### src/ffc_pkg.sv
// constants shared by the fault flag and clear register bank
`default_nettype none
package ffc_pkg;
	// bus widths
	localparam int unsigned ADDR_W = 8;
	localparam int unsigned DATA_W = 32;
	localparam int unsigned REG_W = 8;
	localparam int unsigned IDX_W = 6;
	// register indices, byte address is four times the index
	localparam logic [5:0] IDX_MISC_FLAGS = 6'h08;
	localparam logic [5:0] IDX_OV_FLAGS = 6'h09;
	localparam logic [5:0] IDX_UV_FLAGS = 6'h0A;
	localparam logic [5:0] IDX_EXT_FLAGS = 6'h0C;
	localparam logic [5:0] IDX_MISC_CLR = 6'h0D;
	localparam logic [5:0] IDX_OV_CLR = 6'h0E;
	localparam logic [5:0] IDX_UV_CLR = 6'h0F;
	localparam logic [5:0] IDX_IRQ_STATUS = 6'h18;
	localparam logic [5:0] IDX_IRQ_MASK = 6'h19;
	// field positions
	localparam int unsigned MISC_OT_BIT = 7;
	localparam int unsigned MISC_PD_BIT = 6;
	localparam int unsigned RAIL_HI_BIT = 7;
	localparam int unsigned RAIL_LO_BIT = 1;
	localparam int unsigned EXT_HI_BIT = 7;
	localparam int unsigned EXT_LO_BIT = 5;
	// implemented bits of each flag register
	localparam logic [7:0] MISC_VALID = 8'hC0;
	localparam logic [7:0] RAIL_VALID = 8'hFE;
	localparam logic [7:0] EXT_VALID = 8'hE0;
	// interrupt status bits, one per flag group
	localparam int unsigned IRQ_W = 4;
	localparam int unsigned IRQ_MISC_BIT = 0;
	localparam int unsigned IRQ_OV_BIT = 1;
	localparam int unsigned IRQ_UV_BIT = 2;
	localparam int unsigned IRQ_EXT_BIT = 3;
	// reset values
	localparam logic [7:0] RST_FLAGS = 8'h00;
	localparam logic [7:0] RST_CLR = 8'h00;
	localparam logic [3:0] RST_IRQ = 4'h0;
	localparam logic [31:0] RD_ZERO = 32'h0000_0000;
endpackage
`default_nettype wire

### src/ffc_fault_flag_regs.sv
// fault event flags, their clear registers and an avalon-mm slave
//
// Design decision made here: the Avalon-MM register port.
`timescale 1ns/100ps
`default_nettype none
//////////////////////////////////////////////////////////////////////
// How it works
// RULE1: external supply fault bits 7..5, read only
// RULE2: fault bit reads one while event recorded
// RULE3: misc clear bit7 overtemp, bit6 power-disable
// RULE4: overvoltage clear bits 7..1, bit0 reserved
// RULE5: undervoltage clear bits 7..1, bit0 reserved
// RULE6: misc flags: overtemp bit7, power-disable bit6
// RULE7: overvoltage flags latched in bits 7..1
// RULE8: undervoltage flags latched in bits 7..1
// RULE9: one clears, zero keeps, fault may reset
module ffc_fault_flag_regs
(
	input wire logic clk,
	input wire logic reset,
	input wire logic [ffc_pkg::ADDR_W-1:0] avs_address,
	input wire logic avs_read,
	input wire logic avs_write,
	input wire logic [ffc_pkg::DATA_W-1:0] avs_writedata,
	input wire logic [3:0] avs_byteenable,
	output logic [ffc_pkg::DATA_W-1:0] avs_readdata,
	output logic avs_waitrequest,
	input wire logic overtemp_fault,
	input wire logic power_disable_input,
	input wire logic [6:0] ov_fault,
	input wire logic [6:0] uv_fault,
	input wire logic [2:0] ext_pg_fail,
	output logic irq
);
	import ffc_pkg::*;

	//////////////////////////////////////////////////////////////////
	// helpers

	// true when the byte address selects register index idx
	function automatic logic reg_hit(
		input logic [ADDR_W-1:0] addr,
		input logic [IDX_W-1:0] idx
	);
		reg_hit = (addr[ADDR_W-1:2] == idx);
	endfunction

	// next flag value: hardware set wins over software clear
	function automatic logic [REG_W-1:0] flag_next(
		input logic [REG_W-1:0] cur,
		input logic [REG_W-1:0] clr,
		input logic [REG_W-1:0] set
	);
		flag_next = (cur & ~clr) | set;
	endfunction

	//////////////////////////////////////////////////////////////////
	// bus handshake

	// high in the second cycle of a request, the answer cycle
	logic ack_ff;
	// a request is on the bus
	logic bus_req;
	// write committed at this edge
	logic wr_go;
	// read data captured at this edge
	logic rd_take;

	assign bus_req = avs_read | avs_write;
	// one wait cycle, then the answer
	assign avs_waitrequest = bus_req & ~ack_ff;
	assign wr_go = avs_write & ack_ff & avs_byteenable[0];
	assign rd_take = avs_read & ~ack_ff;

	// answer strobe, drops after each accepted request
	always_ff @(posedge clk or posedge reset)
	begin
		if (reset)
			ack_ff <= 1'b0;
		else
			ack_ff <= bus_req & ~ack_ff;
	end

	//////////////////////////////////////////////////////////////////
	// event inputs aligned to register bit positions

	// misc set vector
	logic [REG_W-1:0] misc_set;
	// overvoltage set vector
	logic [REG_W-1:0] ov_set;
	// undervoltage set vector
	logic [REG_W-1:0] uv_set;
	// external supply set vector
	logic [REG_W-1:0] ext_set;

	assign misc_set = {overtemp_fault, power_disable_input, 6'h00}; // [RULE6]
	assign ov_set = {ov_fault, 1'b0}; // [RULE7]
	assign uv_set = {uv_fault, 1'b0}; // [RULE8]
	assign ext_set = {ext_pg_fail, 5'h00}; // [RULE1]

	//////////////////////////////////////////////////////////////////
	// clear registers

	// stored clear register contents, readable back
	logic [REG_W-1:0] misc_clr_ff;
	logic [REG_W-1:0] ov_clr_ff;
	logic [REG_W-1:0] uv_clr_ff;
	// one-cycle clear pulses aimed at the flags
	logic [REG_W-1:0] misc_clr;
	logic [REG_W-1:0] ov_clr;
	logic [REG_W-1:0] uv_clr;
	// byte written this cycle
	logic [REG_W-1:0] wr_byte;

	assign wr_byte = avs_writedata[REG_W-1:0];

	// a written one clears, a zero leaves the flag alone
	always_comb
	begin
		misc_clr = '0;
		ov_clr = '0;
		uv_clr = '0;
		if (wr_go && reg_hit(avs_address, IDX_MISC_CLR))
			misc_clr = wr_byte & MISC_VALID; // [RULE3] [RULE9]
		else if (wr_go && reg_hit(avs_address, IDX_OV_CLR))
			ov_clr = wr_byte & RAIL_VALID; // [RULE4] [RULE9]
		else if (wr_go && reg_hit(avs_address, IDX_UV_CLR))
			uv_clr = wr_byte & RAIL_VALID; // [RULE5] [RULE9]
	end

	// clear registers keep the last written byte
	always_ff @(posedge clk or posedge reset)
	begin
		if (reset)
		begin
			misc_clr_ff <= RST_CLR;
			ov_clr_ff <= RST_CLR;
			uv_clr_ff <= RST_CLR;
		end
		else if (wr_go && reg_hit(avs_address, IDX_MISC_CLR))
			misc_clr_ff <= wr_byte;
		else if (wr_go && reg_hit(avs_address, IDX_OV_CLR))
			ov_clr_ff <= wr_byte;
		else if (wr_go && reg_hit(avs_address, IDX_UV_CLR))
			uv_clr_ff <= wr_byte;
	end

	//////////////////////////////////////////////////////////////////
	// latched flags

	logic [REG_W-1:0] misc_flags_ff;
	logic [REG_W-1:0] ov_flags_ff;
	logic [REG_W-1:0] uv_flags_ff;
	logic [REG_W-1:0] ext_flags_ff;
	logic [REG_W-1:0] nxt_misc_flags;
	logic [REG_W-1:0] nxt_ov_flags;
	logic [REG_W-1:0] nxt_uv_flags;
	logic [REG_W-1:0] nxt_ext_flags;

	// a fault still present sets its flag again right away
	assign nxt_misc_flags = flag_next(misc_flags_ff, misc_clr, misc_set); // [RULE6] [RULE9]
	assign nxt_ov_flags = flag_next(ov_flags_ff, ov_clr, ov_set); // [RULE7] [RULE9]
	assign nxt_uv_flags = flag_next(uv_flags_ff, uv_clr, uv_set); // [RULE8] [RULE9]
	// external flags have no clear path here; writes never reach them
	assign nxt_ext_flags = ext_flags_ff | ext_set; // [RULE1] [RULE2]

	// flag storage
	always_ff @(posedge clk or posedge reset)
	begin
		if (reset)
		begin
			misc_flags_ff <= RST_FLAGS;
			ov_flags_ff <= RST_FLAGS;
			uv_flags_ff <= RST_FLAGS;
			ext_flags_ff <= RST_FLAGS;
		end
		else
		begin
			misc_flags_ff <= nxt_misc_flags;
			ov_flags_ff <= nxt_ov_flags;
			uv_flags_ff <= nxt_uv_flags;
			ext_flags_ff <= nxt_ext_flags;
		end
	end

	//////////////////////////////////////////////////////////////////
	// interrupt status and mask

	// sticky status, one bit per flag group
	logic [IRQ_W-1:0] irq_status_ff;
	logic [IRQ_W-1:0] irq_mask_ff;
	// a flag went from clear to set
	logic [IRQ_W-1:0] irq_event;
	// write-one-to-clear pulse
	logic [IRQ_W-1:0] irq_clr;

	assign irq_event[IRQ_MISC_BIT] = |(misc_set & ~misc_flags_ff);
	assign irq_event[IRQ_OV_BIT] = |(ov_set & ~ov_flags_ff);
	assign irq_event[IRQ_UV_BIT] = |(uv_set & ~uv_flags_ff);
	assign irq_event[IRQ_EXT_BIT] = |(ext_set & ~ext_flags_ff);
	assign irq_clr = (wr_go && reg_hit(avs_address, IDX_IRQ_STATUS)) ?
		avs_writedata[IRQ_W-1:0] : '0;

	// new event wins over a clear in the same cycle
	always_ff @(posedge clk or posedge reset)
	begin
		if (reset)
			irq_status_ff <= RST_IRQ;
		else
			irq_status_ff <= (irq_status_ff & ~irq_clr) | irq_event;
	end

	// mask register, one enables the group
	always_ff @(posedge clk or posedge reset)
	begin
		if (reset)
			irq_mask_ff <= RST_IRQ;
		else if (wr_go && reg_hit(avs_address, IDX_IRQ_MASK))
			irq_mask_ff <= avs_writedata[IRQ_W-1:0];
	end

	// level interrupt output
	assign irq = |(irq_status_ff & irq_mask_ff);

	//////////////////////////////////////////////////////////////////
	// read path

	// value selected by the current address
	logic [DATA_W-1:0] rd_mux;

	// decode; unmapped addresses read zero
	always_comb
	begin
		rd_mux = RD_ZERO;
		if (reg_hit(avs_address, IDX_MISC_FLAGS))
			rd_mux[REG_W-1:0] = misc_flags_ff; // [RULE6]
		else if (reg_hit(avs_address, IDX_OV_FLAGS))
			rd_mux[REG_W-1:0] = ov_flags_ff; // [RULE7]
		else if (reg_hit(avs_address, IDX_UV_FLAGS))
			rd_mux[REG_W-1:0] = uv_flags_ff; // [RULE8]
		else if (reg_hit(avs_address, IDX_EXT_FLAGS))
			rd_mux[REG_W-1:0] = ext_flags_ff; // [RULE2]
		else if (reg_hit(avs_address, IDX_MISC_CLR))
			rd_mux[REG_W-1:0] = misc_clr_ff;
		else if (reg_hit(avs_address, IDX_OV_CLR))
			rd_mux[REG_W-1:0] = ov_clr_ff;
		else if (reg_hit(avs_address, IDX_UV_CLR))
			rd_mux[REG_W-1:0] = uv_clr_ff;
		else if (reg_hit(avs_address, IDX_IRQ_STATUS))
			rd_mux[IRQ_W-1:0] = irq_status_ff;
		else if (reg_hit(avs_address, IDX_IRQ_MASK))
			rd_mux[IRQ_W-1:0] = irq_mask_ff;
	end

	// read data captured in the wait cycle, stands in the answer cycle
	always_ff @(posedge clk or posedge reset)
	begin
		if (reset)
			avs_readdata <= RD_ZERO;
		else if (rd_take)
			avs_readdata <= rd_mux;
	end
endmodule
`default_nettype wire

### config.mk
export PLATFORM = sky130hd
export DESIGN_NAME = ffc_fault_flag_regs
export DESIGN_NICKNAME = d
export VERILOG_FILES = /design/src/ffc_pkg.sv /design/src/ffc_fault_flag_regs.sv
export SDC_FILE = /design/constraint.sdc
export NUM_CORES = 1
export LEC_CHECK = 0
export BUFFER_PORTS_ARGS = -buffer_cell sky130_fd_sc_hd__buf_2
export CORE_ASPECT_RATIO = 1.75
export CORE_MARGIN = 8
export CORE_UTILIZATION = 31
export DETAILED_ROUTE_END_ITERATION = 8
export PLACE_DENSITY = 0.55
export SYNTH_ARGS = -nofsm -noshare
export SYNTH_HDL_FRONTEND = slang
export SYNTH_SLANG_ARGS = --single-unit
### constraint.sdc
create_clock -name clk -period 2.9 [get_ports clk]
set_clock_uncertainty 0.1 [all_clocks]
set_input_delay 0.87 -clock clk [delete_from_list [all_inputs] [get_ports clk]]
set_output_delay 0.87 -clock clk [all_outputs]
set_load 0.05 [all_outputs]
# After elaboration in Yosys (flattened, before gate mapping)
# Index checks and enable logic that the tools add are counted.
# totals
ff_bits	73
latch_bits	0
mem_bits_rw	0
rom_bits	0
inputBits	67
wordCells	79
n_memories	0
# op_classes
addsub	0
n_mul	0
div_mod_pow	0
n_lt_le_gt_ge	0
eq_ne	9
shift	0
n_mux	17
bitwise_logic	30
n_reduce_logical	12
# ops
op	count
$mux W8	12
$and A8 B8 Y8	7
$not A8 Y8	7
$eq A6 B4 Y1 const B	7
$or A8 B8 Y8	4
$reduce_or A8 Y1	4
$mux W4	5
$eq A6 B5 Y1 const B	2
$and A4 B4 Y4	2
$logic_and A1 B1 Y1	5
$and A1 B1 Y1	4
$not A4 Y4	1
$or A4 B4 Y4	1
$reduce_or A4 Y1	1
$not A1 Y1	3
$reduce_and A3 Y1	1
$reduce_and A2 Y1	1
$or A1 B1 Y1	1

# Longest topological paths before layout
# Gate-level depths: netlist (run 1).
# depth
ltp_word	10
ltp_mapped	7

# Least setup slack after synthesis (run 1)
# No wires, ideal clock.
# synth_path
path_type	input to output
from	in avs_write
to	out avs_waitrequest
arrival_time_ns	1.567
setup_slack_ns	0.363
cell_stages	2
path_buffers	0
path_cell_list	nor2_1 -> nor2_1
# synth_via
elab_chain_cells	2
# synth_rtl
element	line_no	rtl
start: declaration	ffc_fault_flag_regs.sv:23	input wire logic avs_write,
$or A1 B1 Y1	ffc_fault_flag_regs.sv:69	assign bus_req = avs_read | avs_write;
$and A1 B1 Y1	ffc_fault_flag_regs.sv:71	assign avs_waitrequest = bus_req & ~ack_ff;
end: declaration	ffc_fault_flag_regs.sv:27	output logic avs_waitrequest,
# Every way passes these cells.

# Worst setup path after layout (run 1)
# Same ends and word-level chain as after synthesis.

==> impl_metrics.tcl, run 1 <==
set metrics [dict create \
    place_inst 507 \
    synth_area_leaders "dfrtp_1 46%, buf_4 5.7%, o21ai_0 4.4%" \
    cts_setup_buffers 0 \
    cts-root-buf "clkbuf_16" \
    start_util_pct 31.27 \
    synth-async-reset-ratio_pct 100.0 \
    drv_slew 0 \
    viasPerCell 4.939 \
    sequentialPowerShare_pct 36.9 \
    clk_latency_ps 330 \
    critPathMaxStageDelay_ps 280 \
    status "complete, no violations" \
    synth_edf_count 0 \
    gp_congestion 0.8588 \
    synth.most_common_cell "dfrtp_1" \
    ys_types 52 \
    seq_area_frac_synth_pct 45.68 \
    yosysTopAreaCell "dfrtp_1" \
    clk_path_buf_depth 2 \
    grt_max_degree 26 \
    avgSynthCellArea_um2 9.960 \
    hold_viol 0 \
    netlist_instances 330 \
    netlist_area_mm2 0.003287 \
    switching_power_mw 0.6468 \
    routedWlPerCell_um 17.48 \
    p_sw_share_pct 26.27 \
    route.detailed.drc 0 \
    finalCriticalPeriod_ps 2375 \
    layout_worst_path_cycle_share_pct 81.88 \
    final-setup-viol-count 0 \
    fp.dieH_um 152.2 \
    worstPathCellList "buf_2, nor2_1, nor2_1, buf_2" \
    fill_cells 1077 \
    arrival_ps 1400 \
    clock-sinks 60 \
    cts_made_buffers 9 \
    hold_buffers 0 \
    setup.worst_path.end_class "output pin" \
    routed_wl_mm 9.144 \
    ctsHtreeMaxLevel 3 \
    final_cells 523 \
    stdcell_area_mm2 0.003978 \
    track_usage_pct 13.20 \
    tightest_slew_ps 552.9 \
    fp.dieArea_mm2 0.01428 \
    p_int_mw 1.815 \
    rrSetupSlack_ps 1120 \
    ant_nets 0 \
    pin_count 101 \
    p_per_area_mw_per_mm2 619.0 \
    cp.required_ps 1930 \
    clockPowerShare_pct 48.9 \
    grt_overflow 0 \
    relSlewSlack_pct 63.04 \
    synth.top_cell.area_share_pct 45.68 \
    ys_ff_latch 60 \
    postPlaceCellArea_mm2 0.003637 \
    hold_class "reg -> reg" \
    start_kind "input port" \
    dp_hpwl_mm 7.362 \
    setup_tns_ps 0 \
    yosys_warnings 0 \
    die_x_um 93.84 \
    synth_common_cells "60 x dfrtp_1, 35 x inv_1, 34 x nand2_1" \
    drive_gt1_share_pct 26.72 \
    synth-main-ff-cell "dfrtp_1" \
    fin_nets 455 \
    diodes 0 \
    maxCapViolCount 0 \
    clk_pin_slew_ps 50 \
    cellLeakagePower_nw 1.802 \
    grt_pass1_vias 2698 \
    finalPower_mw 2.462 \
    detail_route.iter0.violations 163 \
    cts_tree "done" \
    comb_power_share_pct 14.1 \
    critPathSlowestCell "buf_2" \
    cts_resized 0 \
    vias 2583 \
    path_class "in -> out" \
    drtPass1Iterations 4 \
    ir_drop_mv 0.2936 \
    grt_pass1_wl_mm 14.15 \
    antenna_found_initial 0 \
    rsz0062_at_grt "no" \
    coreArea_mm2 0.01051 \
    synthToLayoutAreaGrowth_pct 21.01 \
    cp_max_fo 3 \
    fmax_ghz 0.4211 \
    portBuffers 47 \
    row_count 50 \
]
-- logic make-up (layout without fill, tap and decap cells) --
kind of cell    Yosys count  after routing  share of synthesized area, %
mux                      19             19                         7.728
buf+inv                  72            112                         11.27
compound gates           90             90                         18.54
flops                    60             60                         45.68
other cells               1             24                        0.1141
simple gates             88             88                         16.67
-- critical path: cells and delay by family --
kind          cells  cell delay, ps
buf+inv           2             380
simple gates      2             150
-- cell usage in the layout (no fill, tap or decap), drive strengths merged, types with 3 or more instances in the layout --
cell and instances:
and2 3, a2111o 3, bufinv 3, o21ai 30, mux2i 4, a21o 16
a221o 3, nor4bb 3, buf 61, clkbuf 9, a31oi 3, nor3 4
nand2 34, or2 3, nor2 8, nor2b 7, inv 35, nand3 4
nand2b 5, dfrtp 60, a22oi 6, nand4 4, a211oi 3, conb 24
mux2 13, o22ai 7, a21oi 6, nor3b 3
-- power by group through the flow --
stage	Sequential, mW	Clock, mW	Combinational [mW]
after floorplan	0.954	0	0.238
after global placement	0.922	0	0.346
after detailed placement	0.923	0	0.349
after CTS	0.909	1.23	0.351
after global routing	0.914	1.27	0.379
final	0.909	1.20	0.348
-- flip-flops by register name, indices dropped and copies added, names as in the netlist --
name,count
uv_flags_ff,7
ov_flags_ff,7
uv_clr_ff,8
irq_status_ff,4
ext_flags_ff,3
irq_mask_ff,4
ov_clr_ff,8
avs_readdata,8
ack_ff,1
misc_flags_ff,2
misc_clr_ff,8
-- final timing paths --
path                                      start              end  depth (start not counted)
worst max-delay path                  avs_write  avs_waitrequest                          4
worst min-delay path            avs_readdata[5]  avs_readdata[5]                          2
worst max register to register           ack_ff   misc_clr_ff[4]                          4
worst min register to register  avs_readdata[5]  avs_readdata[5]                          2
max in group asynchronous                 reset     uv_clr_ff[6]                          3
min in group asynchronous                 reset   misc_clr_ff[4]                          2
-- area by class of cell --
class | instances | area (µm²) | area share (%)
multi-input cells | 221 | 1501 | 37.75
clock buffers | 9 | 225.2 | 5.662
flip-flops and latches | 60 | 1501 | 37.75
repair buffers | 61 | 340.3 | 8.556
clock inverters | 7 | 115.1 | 2.894
inverters | 35 | 131.4 | 3.303
well taps | 130 | 162.7 | 4.089
-- metal layers --
layer | share of wire [%] | vias to the layer above | routed length [µm] | global-route usage (%)
met2 | 50 | 100 | 4581 | 21.99
met3 | 8.0 | 26 | 730 | 3.601
met1 | 37 | 1221 | 3361 | 13.63
li1 | - | 1236 | - | -
met5 | 0 | - | 0 | 0
met4 | 5.2 | 0 | 471 | 9.658
-- metrics by stage --
| stage | worst slack, ps | hold WS (ps) | util, % |
|---|---|---|---|
| final | 525.4 | 369.9 | 37.85 |
| after detailed placement | 318.7 | 366.5 | 34.61 |
| after CTS | 506.8 | 377.6 | 37.85 |
| after floorplan | 362.7 | 349.1 | - |
| after global routing | 452.3 | 394.2 | 37.85 |
| after global placement | 311.8 | 359.3 | 34.61 |
(Power assumes the default switching activity.)
==> run 2: changes to the inputs <==
--- a/config.mk
+++ b/config.mk
@@ -10,7 +10,7 @@
 export CORE_MARGIN = 8
 export CORE_UTILIZATION = 31
 export DETAILED_ROUTE_END_ITERATION = 8
-export PLACE_DENSITY = 0.55
+export PLACE_DENSITY = 0.57
 export SYNTH_ARGS = -nofsm -noshare
 export SYNTH_HDL_FRONTEND = slang
 export SYNTH_SLANG_ARGS = --single-unit
==> constraint.sdc (replaced) <==
create_clock -name clk -period 2 [get_ports clk]
set_clock_uncertainty 0.1 [all_clocks]
set_input_delay 0.6 -clock clk [delete_from_list [all_inputs] [get_ports clk]]
set_output_delay 0.6 -clock clk [all_outputs]
set_load 0.05 [all_outputs]
==> impl_metrics.tcl, run 2 (synthesized netlist as in run 1, its figures left out) <==
set metrics [dict create \
    status "complete, no violations" \
    cp.required_ps 1300 \
    fmax_ghz 0.5146 \
    die_x_um 93.84 \
    p_per_area_mw_per_mm2 793.0 \
    fin_ws_ps 56.85 \
    drtPass1Iterations 4 \
    ir_drop_mv 0.4639 \
    drv_slew 0 \
    fp.dieH_um 152.2 \
    ant_nets 0 \
    path_class "reg -> out" \
    grt_max_degree 48 \
    hold_buffers 0 \
    viasPerCell 4.956 \
    routed_wl_mm 9.541 \
    finalCriticalPeriod_ps 1943 \
    clk_latency_ps 330 \
    ctsHtreeMaxLevel 3 \
    hold_viol 0 \
    diodes 0 \
    clk_path_buf_depth 2 \
    portBuffers 47 \
    cts-root-buf "clkbuf_16" \
    coreArea_mm2 0.01051 \
    cp-startpoint "irq_status_ff[3]" \
    rsz0062_at_grt "no" \
    critPathMaxStageDelay_ps 430 \
    routedWlPerCell_um 17.47 \
    dp_slack_ps -196.9 \
    vias 2706 \
    layout_worst_path_cycle_share_pct 97.16 \
    fp.dieArea_mm2 0.01428 \
    row_count 50 \
    start_kind "flop" \
    detail_route.iter0.violations 163 \
    cts_resized 1 \
    r2r_start "ack_ff" \
    track_usage_pct 13.61 \
    cp_max_fo 3 \
    worstPathCellList "a22oi_2, nand2_1, buf_4" \
    start_util_pct 31.27 \
    hold_class "in -> async" \
    fin_nets 480 \
    mostFrequentLayoutCells "60 x dfrtp_1, 46 x buf_2, 37 x buf_4" \
    fill_cells 1084 \
    drive_gt1_share_pct 31.01 \
    route.detailed.drc 0 \
    dp_hpwl_mm 7.600 \
    pin_count 101 \
    clk_pin_slew_ps 50 \
    clock-sinks 60 \
    cts_made_buffers 9 \
    cellLeakagePower_nw 1.910 \
    layout_commonest_cell "dfrtp_1" \
    grt_overflow 0 \
    cts_tree "done" \
    grt_pass1_vias 2761 \
    ff_latch_area_mm2 0.001501 \
    final-setup-viol-count 0 \
    hold_slack_ps 140.4 \
    setup_tns_ps 0 \
    grt_pass1_wl_mm 14.72 \
    cts_setup_buffers 0 \
    maxCapViolCount 0 \
    antenna_found_initial 0 \
    gp_congestion 0.8633 \
    synthToLayoutAreaGrowth_pct 26.27 \
    critPathSlowestCell "dfrtp_1" \
    setup.worst_path.end_class "output pin" \
    multiInputGateArea_mm2 0.001506 \
    arrival_ps 1240 \
]
[run 2: stage by stage]
step	cells	total power, mW	utilization (%)	area, µm²
finish	546	3.291	39.49	4150
global route	546	3.409	39.49	4150
CTS	546	3.318	39.44	4145
detailed placement	532	1.887	36.79	3866
global placement	532	1.879	36.79	3866
floorplan	353	1.731	-	3387
[run 2: worst paths after layout]
path	slack, ps	to	cells after the start
worst max-delay path	60	irq	3
worst min-delay path	140	ext_flags_ff[5]	2
worst max register to register	300	irq_status_ff[1]	5
worst min register to register	380	avs_readdata[0]	2
max in group asynchronous	1110	uv_flags_ff[4]	3
min in group clk	370	uv_flags_ff[1]	2
[run 2: routing by layer]
metal	up-vias	GRT usage, %	routed length [µm]
met1	1298	14.27	3582
met4	0	9.049	479
li1	1290	-	-
met3	18	2.664	606
met5	-	0	0
met2	100	23.53	4873
[run 2: layout make-up]
class,count,area share [%]
Tap cell,130,3.919
Timing Repair Buffer,86,13.69
Inverter,35,3.256
Clock inverter,2,0.2412
Sequential cell,60,36.18
Multi-Input combinational cell,221,36.30
Clock buffer,12,6.421
[run 2: worst max-delay path, delay by kind of cell (launching register included)]
family	cells	cell delay [ps]
simple gates	1	100
flops	1	430
buf+inv	1	200
compound gates	1	190
[run 2: power breakdown]
part	switching [mW]	internal, mW
registers	0.0394	1.28
logic	0.373	0.178
clock network	0.503	0.918
==> run 3: changes to the inputs <==
--- a/config.mk
+++ b/config.mk
@@ -6,11 +6,13 @@
 export NUM_CORES = 1
 export LEC_CHECK = 0
 export BUFFER_PORTS_ARGS = -buffer_cell sky130_fd_sc_hd__buf_2
+export CAP_MARGIN = 25
 export CORE_ASPECT_RATIO = 1.75
 export CORE_MARGIN = 8
 export CORE_UTILIZATION = 31
 export DETAILED_ROUTE_END_ITERATION = 8
-export PLACE_DENSITY = 0.57
+export PLACE_DENSITY = 0.55
+export SKIP_LAST_GASP = 1
 export SYNTH_ARGS = -nofsm -noshare
 export SYNTH_HDL_FRONTEND = slang
 export SYNTH_SLANG_ARGS = --single-unit
==> constraint.sdc (replaced) <==
create_clock -name clk -period 2.45 [get_ports clk]
set_clock_uncertainty 0.1 [all_clocks]
set_input_delay 0.735 -clock clk [delete_from_list [all_inputs] [get_ports clk]]
set_output_delay 0.735 -clock clk [all_outputs]
set_load 0.05 [all_outputs]
==> impl_metrics.tcl, run 3 (synthesized netlist as in run 1, its figures left out) <==
set metrics [dict create \
    clk_pin_slew_ps 50 \
    routed_wl_mm 9.383 \
    rrSetupSlack_ps 710 \
    route.detailed.drc 0 \
    sequentialPowerShare_pct 39.4 \
    cp.required_ps 1620 \
    grt_pass1_wl_mm 14.65 \
    worstPathCellList "buf_2, nor2_1, nor2_1, buf_2" \
    antenna_found_initial 0 \
    pin_count 101 \
    fp.dieArea_mm2 0.01428 \
    p_sw_share_pct 27.79 \
    diodes 0 \
    ff_latch_area_mm2 0.001501 \
    drtPass1Iterations 5 \
    layout_worst_path_cycle_share_pct 86.02 \
    arrival_ps 1270 \
    crit_end "avs_waitrequest" \
    drive_gt1_share_pct 27.64 \
    p_per_area_mw_per_mm2 679.3 \
    finalCriticalPeriod_ps 2107 \
    portBuffers 47 \
    gp_congestion 0.8857 \
    cts_resized 0 \
    cts_made_buffers 9 \
    fmax_ghz 0.4745 \
    fp.dieH_um 152.2 \
    fin_nets 461 \
    vias 2659 \
    fill_cells 1066 \
    hold_class "in -> async" \
    path_class "in -> out" \
    critPathSlowestCell "buf_2" \
    setup_tns_ps 0 \
    track_usage_pct 13.46 \
    synthToLayoutAreaGrowth_pct 22.42 \
    grt_overflow 0 \
    comb_power_share_pct 15.6 \
    detail_route.iter0.violations 240 \
    relSlewSlack_pct 65.09 \
    ir_drop_mv 0.3368 \
    place_inst 513 \
    status "complete, no violations" \
    cts_tree "done" \
    clk_latency_ps 320 \
    cts-root-buf "clkbuf_16" \
    hold_buffers 0 \
    routedWlPerCell_um 17.77 \
    final_cells 528 \
    p_int_mw 1.974 \
    crit_cells 4 \
    multiInputGateArea_mm2 0.001501 \
    coreArea_mm2 0.01051 \
    layout_commonest_cell "dfrtp_1" \
    rsz0062_at_grt "no" \
    clock-sinks 60 \
    clockPowerShare_pct 45.0 \
    reg2reg_to "misc_clr_ff[4]" \
    tightest_slew_ps 522.8 \
    reg2reg_depth 4 \
    crit_buf_inv 2 \
    maxCapViolCount 0 \
    viasPerCell 5.036 \
    drv_slew 0 \
    start_util_pct 31.27 \
    mostFrequentLayoutCells "60 x dfrtp_1, 47 x buf_2, 34 x inv_1, 34 x nand2_1, 29 x o21ai_0" \
    switching_power_mw 0.7595 \
    ctsHtreeMaxLevel 3 \
    hold_viol 0 \
    grt_max_degree 23 \
    grt_pass1_vias 2632 \
    dp_hpwl_mm 7.553 \
    cp_max_fo 3 \
    r2r_start "ack_ff" \
    cellLeakagePower_nw 1.828 \
    cp-startpoint "avs_write" \
    final-setup-viol-count 0 \
    clk_path_buf_depth 2 \
    setup.worst_path.end_class "output pin" \
    die_x_um 93.84 \
    row_count 50 \
    start_kind "input port" \
    critPathTopFamily "buffers and inverters" \
    ant_nets 0 \
    critPathMaxStageDelay_ps 280 \
    cts_setup_buffers 0 \
]
==> run 3: changes by cell type in the layout (fill, tap and decap cells not counted), sizes merged <==
cell / previous run / this run
clkbuf: 12 / 10
clkinv: 2 / 3
buf: 86 / 67
bufinv: 0 / 1
inv: 34 / 35
==> run 3: per-stage QoR <==
stage | power (mW) | hold WS (ps) | area [µm²] | utilization (%) | setup slack [ps]
finish | 2.733 | 348.2 | 4024 | 38.29 | 342.5
global route | 2.844 | 379.2 | 4024 | 38.29 | 308.2
CTS | 2.759 | 352.0 | 4024 | 38.29 | 324.2
detailed placement | 1.520 | 366.8 | 3732 | 35.51 | 80.67
global placement | 1.515 | 359.9 | 3732 | 35.51 | 82.34
floorplan | 1.411 | 349.1 | 3373 | - | 130.3
==> run 3: per-layer routing <==
metal  global-route usage [%]  vias up  share of wire (%)  wire length, µm
li1                         -     1249                  -                -
met1                    14.53     1278                 36             3422
met2                    23.57      115                 53             5011
met3                    3.256       17                7.4              693
met4                    6.312        0                2.7              256
met5                        0        -                  0                0
==> run 3: worst min path at each step <==
stage / startpoint / end / cells past startpoint
after floorplan: misc_flags_ff[7] / misc_flags_ff[7] / 1
final: reset / uv_clr_ff[5] / 2
after detailed placement: avs_readdata[0] / avs_readdata[0] / 2
after CTS: reset / uv_flags_ff[5] / 2
after global placement: misc_flags_ff[7] / misc_flags_ff[7] / 1
after global routing: reset / uv_flags_ff[5] / 2
==> run 3: area by class of cell <==
cell class,instances,area share (%)
Clock buffer,10,5.939
Tap cell,130,4.042
Sequential cell,60,37.31
Inverter,35,3.265
Clock inverter,5,1.306
Timing Repair Buffer,67,10.82
Multi-Input combinational cell,221,37.31
==> run 3: worst reg2reg max path: stages (launching register included) <==
cell	delay, ps
dfrtp_1	390
nand3_1	280
nor4b_4	350
buf_12	190
mux2_4	310
==> run 3: power groups by stage <==
stage	registers, mW	clock network (mW)	logic (mW)
after floorplan	1.13	0	0.282
after global placement	1.09	0	0.423
after detailed placement	1.09	0	0.427
after CTS	1.08	1.25	0.428
after global routing	1.08	1.30	0.458
final	1.08	1.23	0.426
